$ cat src/ipc_defines.vh
// Purpose: Constants for the input pulse counter block
// Assumes: 32-bit classic Wishbone register access
// Notes: Byte offsets, field positions, reset values
`ifndef IPC_DEFINES_VH
`define IPC_DEFINES_VH

// ----------------------------------------------------------------
// Register byte offsets
// ----------------------------------------------------------------
`define IPC_OFS_CTRL 8'h00
`define IPC_OFS_SEL 8'h04
`define IPC_OFS_CYCLE 8'h08
`define IPC_OFS_PRESET 8'h0C
`define IPC_OFS_COUNT 8'h10
`define IPC_OFS_STATUS 8'h14

// ----------------------------------------------------------------
// Control register fields
// ----------------------------------------------------------------
`define IPC_CTRL_EXEC 0
`define IPC_CTRL_START 1
`define IPC_CTRL_CLEAR 2
`define IPC_CTRL_LVL 3
`define IPC_CTRL_FALL 4
`define IPC_CTRL_RISE 5
`define IPC_CTRL_UP 6
`define IPC_CTRL_CYC 7
`define IPC_CTRL_PRE 8
`define IPC_CTRL_W 9

// ----------------------------------------------------------------
// Selection register fields
// ----------------------------------------------------------------
`define IPC_SEL_IDX_LO 0
`define IPC_SEL_IDX_HI 2
`define IPC_SEL_SRC_LO 8
`define IPC_SEL_SRC_HI 11
`define IPC_SEL_CLR_LO 16
`define IPC_SEL_CLR_HI 19

// ----------------------------------------------------------------
// Status register fields and limits
// ----------------------------------------------------------------
`define IPC_STAT_BUSY 0
`define IPC_STAT_VALID 1
`define IPC_STAT_ERR 2
`define IPC_IDX_MAX 3'h6
`define IPC_ERRID_IDX 16'h0001

// ----------------------------------------------------------------
// Reset values
// ----------------------------------------------------------------
`define IPC_RST_CTRL 9'h040
`define IPC_RST_SEL 32'h00000000
`define IPC_RST_CYCLE 32'h00000000
`define IPC_RST_PRESET 32'h00000000

`endif

$ cat src/ipc_counter.v
// Purpose: Input pulse counter with Wishbone register access
// Assumes: Pulse and clear inputs are asynchronous digital pins
// Notes: Rates well below the clock; each pulse is one rising edge
//
// Design decisions made here: the Wishbone interface to the registers and the register offsets.
`timescale 1ns/1ps
`include "ipc_defines.vh"

// Behaviour
// - Counting function starts when execute goes from low to high with an index of at most 6.
// - Pulses come from the input selected by the source channel field.
// - Counting only happens while start is high.
// - While software clear is high the count is forced to zero.
// - Level external clear zeroes the count while the clear input is high.
// - Falling-edge external clear zeroes the count on each falling edge.
// - Rising-edge external clear zeroes the count on each rising edge.
// - Clear channel 0-7 picks I0-I7, 8-15 picks I10-I17.
// - Direction zero counts down, direction one counts up.
// - Cyclic mode clears the count on reaching the cycle value.
// - With cyclic mode off the count never wraps at the cycle value.
// - While preset enable is high and no clear is active the preset value is loaded.
// - Count stays zero during clear, resumes from zero after release.
// - Counting in hardware, independent of software, up to 5 kHz.
// - Count reported signed; busy and valid high while executing with an index of at most 6.
module ipc_counter #(
  parameter CNT_W = 32,
  parameter CH_N = 16
) (
  input wire clk_i,
  input wire rst_i,
  input wire wb_cyc_i,
  input wire wb_stb_i,
  input wire wb_we_i,
  input wire [7:0] wb_adr_i,
  input wire [3:0] wb_sel_i,
  input wire [31:0] wb_dat_i,
  output reg [31:0] wb_dat_o,
  output reg wb_ack_o,
  input wire [CH_N-1:0] di_i,
  output reg [CNT_W-1:0] count_o,
  output reg busy_o,
  output reg valid_o,
  output reg error_o
);

  // ----------------------------------------------------------------
  // Register storage
  // ----------------------------------------------------------------
  reg [`IPC_CTRL_W-1:0] ctrl_q;
  reg [31:0] sel_q;
  reg [CNT_W-1:0] cycle_q;
  reg [CNT_W-1:0] preset_q;
  reg [CNT_W-1:0] count_q;
  reg [CNT_W-1:0] count_d;
  reg exec_q;
  reg run_q;
  reg err_q;

  wire bus_req;
  wire wr_en;
  wire [31:0] byte_mask;
  wire [31:0] ctrl_wide;

  assign bus_req = wb_cyc_i & wb_stb_i & ~wb_ack_o;
  assign wr_en = bus_req & wb_we_i;
  assign ctrl_wide = {{(32-`IPC_CTRL_W){1'b0}}, ctrl_q};

  // ----------------------------------------------------------------
  // Byte lane mask
  // ----------------------------------------------------------------
  genvar g;
  generate
    for (g = 0; g < 4; g = g + 1) begin : g_lane
      assign byte_mask[g*8+7:g*8] = {8{wb_sel_i[g]}};
    end
  endgenerate

  function [31:0] merge;
    input [31:0] old_v;
    input [31:0] new_v;
    input [31:0] mask;
    begin
      merge = (old_v & ~mask) | (new_v & mask);
    end
  endfunction

  // ----------------------------------------------------------------
  // Input synchronisers
  // ----------------------------------------------------------------
  reg [CH_N-1:0] di_meta_q;
  reg [CH_N-1:0] di_sync_q;
  reg [CH_N-1:0] di_prev_q;

  always @(posedge clk_i) begin
    if (rst_i) begin
      di_meta_q <= {CH_N{1'b0}};
      di_sync_q <= {CH_N{1'b0}};
      di_prev_q <= {CH_N{1'b0}};
    end else begin
      di_meta_q <= di_i;
      di_sync_q <= di_meta_q;
      di_prev_q <= di_sync_q;
    end
  end

  // ----------------------------------------------------------------
  // Channel selection
  // ----------------------------------------------------------------
  wire [3:0] src_ch;
  wire [3:0] clr_ch;
  wire [2:0] idx;
  wire pulse_now;
  wire pulse_prev;
  wire xclr_now;
  wire xclr_prev;

  assign idx = sel_q[`IPC_SEL_IDX_HI:`IPC_SEL_IDX_LO];
  assign src_ch = sel_q[`IPC_SEL_SRC_HI:`IPC_SEL_SRC_LO];
  assign clr_ch = sel_q[`IPC_SEL_CLR_HI:`IPC_SEL_CLR_LO];

  assign pulse_now = di_sync_q[src_ch];
  assign pulse_prev = di_prev_q[src_ch];
  // Clear point pick, I10-I17 on bits 8-15
  assign xclr_now = di_sync_q[clr_ch];
  assign xclr_prev = di_prev_q[clr_ch];

  // ----------------------------------------------------------------
  // Clear, preset and count conditions
  // ----------------------------------------------------------------
  wire pulse_edge;
  wire do_count;
  wire clr_sw;
  wire clr_lvl;
  wire clr_fall;
  wire clr_rise;
  wire clr_any;
  wire idx_ok;

  assign idx_ok = (idx <= `IPC_IDX_MAX);
  // Hardware edge detection on pulse input
  assign pulse_edge = pulse_now & ~pulse_prev;
  assign do_count = run_q & ctrl_q[`IPC_CTRL_START] & pulse_edge;
  assign clr_sw = ctrl_q[`IPC_CTRL_CLEAR];
  assign clr_lvl = ctrl_q[`IPC_CTRL_LVL] & xclr_now;
  assign clr_fall = ctrl_q[`IPC_CTRL_FALL] & ~xclr_now & xclr_prev;
  assign clr_rise = ctrl_q[`IPC_CTRL_RISE] & xclr_now & ~xclr_prev;
  assign clr_any = clr_sw | clr_lvl | clr_fall | clr_rise;

  // ----------------------------------------------------------------
  // Next count
  // ----------------------------------------------------------------
  reg [CNT_W-1:0] step_v;

  always @* begin
    step_v = count_q;
    count_d = count_q;
    if (ctrl_q[`IPC_CTRL_UP]) begin
      step_v = count_q + {{(CNT_W-1){1'b0}}, 1'b1};
    end else begin
      step_v = count_q - {{(CNT_W-1){1'b0}}, 1'b1};
    end
    // Clear first, then preset, then count
    if (clr_any) begin
      count_d = {CNT_W{1'b0}};
    end else if (ctrl_q[`IPC_CTRL_PRE]) begin
      count_d = preset_q;
    end else if (do_count) begin
      // Wrap to zero at cycle value
      if (ctrl_q[`IPC_CTRL_CYC] && step_v == cycle_q) begin
        count_d = {CNT_W{1'b0}};
      end else begin
        count_d = step_v;
      end
    end
  end

  always @(posedge clk_i) begin
    if (rst_i) begin
      count_q <= {CNT_W{1'b0}};
    end else begin
      count_q <= count_d;
    end
  end

  // ----------------------------------------------------------------
  // Execute control
  // ----------------------------------------------------------------
  always @(posedge clk_i) begin
    if (rst_i) begin
      exec_q <= 1'b0;
      run_q <= 1'b0;
      err_q <= 1'b0;
    end else begin
      exec_q <= ctrl_q[`IPC_CTRL_EXEC];
      if (ctrl_q[`IPC_CTRL_EXEC] & ~exec_q) begin
        run_q <= idx_ok;
        err_q <= ~idx_ok;
      end else if (~ctrl_q[`IPC_CTRL_EXEC]) begin
        run_q <= 1'b0;
        err_q <= 1'b0;
      end
    end
  end

  // ----------------------------------------------------------------
  // Status outputs
  // ----------------------------------------------------------------
  always @(posedge clk_i) begin
    if (rst_i) begin
      count_o <= {CNT_W{1'b0}};
      busy_o <= 1'b0;
      valid_o <= 1'b0;
      error_o <= 1'b0;
    end else begin
      count_o <= count_q;
      busy_o <= run_q;
      valid_o <= run_q;
      error_o <= err_q;
    end
  end

  // ----------------------------------------------------------------
  // Register writes
  // ----------------------------------------------------------------
  wire [31:0] ctrl_new;
  assign ctrl_new = merge(ctrl_wide, wb_dat_i, byte_mask);

  always @(posedge clk_i) begin
    if (rst_i) begin
      ctrl_q <= `IPC_RST_CTRL;
      sel_q <= `IPC_RST_SEL;
      cycle_q <= `IPC_RST_CYCLE;
      preset_q <= `IPC_RST_PRESET;
    end else if (wr_en) begin
      case (wb_adr_i)
        `IPC_OFS_CTRL: begin
          ctrl_q <= ctrl_new[`IPC_CTRL_W-1:0];
        end
        `IPC_OFS_SEL: begin
          sel_q <= merge(sel_q, wb_dat_i, byte_mask) & 32'h000F0F07;
        end
        `IPC_OFS_CYCLE: begin
          cycle_q <= merge(cycle_q, wb_dat_i, byte_mask);
        end
        `IPC_OFS_PRESET: begin
          preset_q <= merge(preset_q, wb_dat_i, byte_mask);
        end
        default: begin
          ctrl_q <= ctrl_q;
        end
      endcase
    end
  end

  // ----------------------------------------------------------------
  // Register reads and acknowledge
  // ----------------------------------------------------------------
  reg [31:0] rd_v;

  always @* begin
    rd_v = 32'h00000000;
    case (wb_adr_i)
      `IPC_OFS_CTRL: rd_v = ctrl_wide;
      `IPC_OFS_SEL: rd_v = sel_q;
      `IPC_OFS_CYCLE: rd_v = cycle_q;
      `IPC_OFS_PRESET: rd_v = preset_q;
      `IPC_OFS_COUNT: rd_v = count_q;
      `IPC_OFS_STATUS: begin
        rd_v[`IPC_STAT_BUSY] = run_q;
        rd_v[`IPC_STAT_VALID] = run_q;
        rd_v[`IPC_STAT_ERR] = err_q;
        rd_v[31:16] = err_q ? `IPC_ERRID_IDX : 16'h0000;
      end
      default: rd_v = 32'h00000000;
    endcase
  end

  always @(posedge clk_i) begin
    if (rst_i) begin
      wb_ack_o <= 1'b0;
      wb_dat_o <= 32'h00000000;
    end else begin
      wb_ack_o <= bus_req;
      wb_dat_o <= bus_req ? rd_v : 32'h00000000;
    end
  end

endmodule

$ cat config.mk
export PLATFORM = sky130hd
export DESIGN_NAME = ipc_counter
export DESIGN_NICKNAME = d
export VERILOG_FILES = /design/src/ipc_counter.v
export VERILOG_INCLUDE_DIRS = /design/src
export SDC_FILE = /design/constraint.sdc
export NUM_CORES = 1
export LEC_CHECK = 0
export ABC_AREA = 0
export BUFFER_PORTS_ARGS = -buffer_cell sky130_fd_sc_hd__buf_2
export CAP_MARGIN = 0
export CORE_MARGIN = 10
export CORE_UTILIZATION = 45
export DETAILED_ROUTE_END_ITERATION = 7
export PLACE_DENSITY = 0.67
export SLEW_MARGIN = 20
export SYNTH_ARGS = -nofsm -noshare
export SYNTH_HDL_FRONTEND = slang
export SYNTH_SLANG_ARGS = --single-unit
$ cat constraint.sdc
create_clock -name clk_i -period 4.15 [get_ports clk_i]
set_input_delay 0.83 -clock clk_i [delete_from_list [all_inputs] [get_ports clk_i]]
set_output_delay 0.83 -clock clk_i [all_outputs]
set_load 0.1 [all_outputs]
==> impl_metrics.py <==
metrics = {
    "status": {
        "status": "finished, final reports clean",
    },
    "clock_network": {
        "cts_made_buffers": 25,
        "clock_path_buffers": 3,
        "cts_tree": "built",
        "clock_latency_ns": 0.54,
        "h-tree-depth": 1,
        "cts_sinks": 234,
        "cts-root-buf": "clkbuf_16",
        "clkTransAtPathRegs_ns": 0.06,
    },
    "route": {
        "vias": 10500,
        "drt_iter0_markers": 907,
        "first_pass_iters": 6,
        "vias_per_cell": 5.77,
        "drc": 0,
        "wl_per_cell_um": 20.4,
        "finalWirelength_um": 36900,
        "route.antenna.remaining_nets": 0,
    },
    "global_routing": {
        "grt_pass1_wl_um": 57200,
        "first_global_vias": 10200,
        "grt_start_max_net_pins": 109,
        "grt_overflow": 0,
        "grt_use_total_pct": 21.7,
        "grt_antenna_before_repair": 0,
    },
    "floorplan": {
        "dieArea_um2": 32300,
        "core_um2": 25100,
        "start_util_pct": 45.7,
        "die_h_um": 180,
        "rows": 58,
        "ios": 133,
        "die_x_um": 180,
    },
    "synth": {
        "synth_fp_nets": 1440,
        "synth_edf_count": 0,
        "synth_cells": 1344,
        "synth_top_area_share_pct": 40.8,
        "synth_seq_cells": 234,
        "yosysWarnings": 0,
        "seq_area_frac_synth_pct": 40.8,
        "async_flop_share_pct": 0,
        "synth_common_cells": "dfxtp_1 (234), nor2_1 (186), a21oi_1 (129), nand2_1 (129), clkbuf_1 (81)",
        "yosysTopAreaCell": "dfxtp_1",
        "avgSynthCellArea_um2": 8.53,
        "synthTopCellsByArea": "dfxtp_1 (41%), nor2_1 (6.1%), a21oi_1 (5.6%), mux2i_1 (5.0%), nor2b_1 (4.4%)",
        "syn_area_um2": 11500,
        "synth.most_common_cell": "dfxtp_1",
        "synth-main-ff-cell": "dfxtp_1",
        "synth_cell_type_count": 70,
    },
    "final_layout": {
        "drive_above_1_share_pct": 19.6,
        "nets": 1561,
        "num_antenna_cells": 0,
        "synthToLayoutAreaGrowth_pct": 19.4,
        "final_core_util_pct": 54.5,
    },
    "power": {
        "cellPowerDensity_nw_per_um2": 345,
        "total_power_mw": 4.73,
        "ir_drop_mv": 0.316,
        "p_leak_nw": 5.42,
    },
    "setup_path": {
        "worstPathArrival_ns": 4.40,
        "endpoint_kind": "flop",
        "startpoint_type": "flop",
        "crit_fanout": 28,
        "worstPathRequired_ns": 4.57,
        "worstSetupPathType": "reg2reg",
    },
    "sta": {
        "timing.fmax_mhz": 251,
        "timing.slew.headroom_pct": 48.4,
        "slew_violations": 0,
        "fin_crit_ns": 3.98,
        "finClkSkew_ns": 0.00946,
        "setup_violations": 0,
        "rsz0062_at_grt": "no",
        "hold_violations": 0,
        "finalCritPeriodShare_pct": 95.9,
        "worstMarginPinSlew_ns": 0.774,
    },
    "placed_design": {
        "io_buffers": 132,
        "place_congestion": 0.985,
        "dp_hpwl_um": 28200,
    },
    "hold_path": {
        "holdCritPathClass": "reg2reg",
        "min-delay-start": "di_meta_q[3]",
    },
    "run": {
        "max_cap_viol_count": 0,
    },
}
==> cells by family after synthesis <==
| logic type | synth area share [%] |
|---|---|
| fa+ha+maj | 3.45 |
| mux | 7.92 |
| simple gates | 21.0 |
| xor+xnor | 4.99 |
| flops | 40.8 |
| buf+inv | 4.25 |
| compound gates | 17.6 |
==> what timing repair did <==
| action | CTS | global route |
|---|---|---|
| hold buffers | 0 | 0 |
| gates resized for setup | 5 | 15 |
| pin swaps | 0 | 1 |
| setup buffers | 0 | 2 |
| endpoints found under the setup margin | 32 | 32 |
==> through the flow <==
step           cell area, um^2  setup slack [ns]  TNS, ns  std cells  hold slack, ns
2_1_floorplan            11600           0.00595        0       1344           0.414
3_3_place_gp             12700            -0.242    -6.97       1766           0.417
3_5_place_dp             12700            -0.254    -7.36       1766           0.425
4_1_cts                  13600            0.0417        0       1810           0.440
5_1_grt                  13700           0.00320        0       1812           0.453
6_report                 13700             0.170        0       1812           0.437
==> power by group <==
part           switching (mW)  leakage [nW]  internal, mW
combinational          0.0857          3.09        0.0486
sequential            0.00801          1.89          2.26
clock                   0.928         0.431          1.39
total                    1.02          5.42          3.71
==> per-layer routing <==
layer  GRT usage, %  vias to the layer above  share of wire (%)
li1               -                     4997                  -
met1           26.7                     4940                 42
met2           35.7                      421                 47
met3           3.98                      102                6.5
met4           10.7                        0                5.1
met5              0                        -                  0
==> cell usage in the layout (no fill, tap or decap), types with 6 or more instances in the layout <==
master | Yosys | routed
a211oi_1 | 7 | 6
a21oi_1 | 129 | 128
a221oi_1 | 14 | 13
a22oi_1 | 33 | 33
a31oi_1 | 7 | 7
and2_1 | 9 | 9
and3_1 | 8 | 8
buf_2 | 3 | 131
buf_4 | 5 | 59
clkbuf_16 | 0 | 25
clkbuf_8 | 0 | 9
dfxtp_1 | 234 | 231
ha_1 | 30 | 21
ha_4 | 0 | 7
inv_1 | 19 | 18
mux2_2 | 6 | 6
mux2i_1 | 57 | 57
mux4_2 | 12 | 12
nand2_1 | 129 | 128
nand3_1 | 46 | 46
nand4_1 | 15 | 15
nor2_1 | 186 | 186
nor2b_1 | 80 | 80
nor3_1 | 17 | 17
o21ai_0 | 27 | 26
o22ai_1 | 23 | 23
o2bb2ai_1 | 12 | 12
o32ai_1 | 6 | 6
xnor2_1 | 26 | 24
xor2_1 | 29 | 29
==> worst max-delay path, cell delays in order, from the launching register on <==
cell and delay [ns]:
dfxtp_4 0.39, clkinvlp_4 0.14, buf_12 0.21, ha_4 0.34, a21oi_1 0.10, a211oi_2 0.27, or3b_4 0.20, nor3b_1 0.05
or3_1 0.40, or4_1 0.52, or4_4 0.45, a2111oi_4 0.24, a41o_2 0.27, buf_12 0.16, o22ai_1 0.09
==> layout make-up <==
type | instances | area, um^2
fillers | 2408 | 11400
multi-input cells | 992 | 6500
flip-flops and latches | 234 | 4690
repair buffers | 193 | 1150
clock buffers | 37 | 761
well taps | 330 | 413
clock inverters | 7 | 101
inverters | 19 | 75.1
==> final timing paths <==
path / to / slack (ns) / cells past startpoint
max: count_q[5] / 0.17 / 14
min reg2reg: di_sync_q[3] / 0.44 / 1
min: di_sync_q[3] / 0.44 / 1
max reg2reg: count_q[5] / 0.17 / 14
Power figures use the tool's default switching activity.
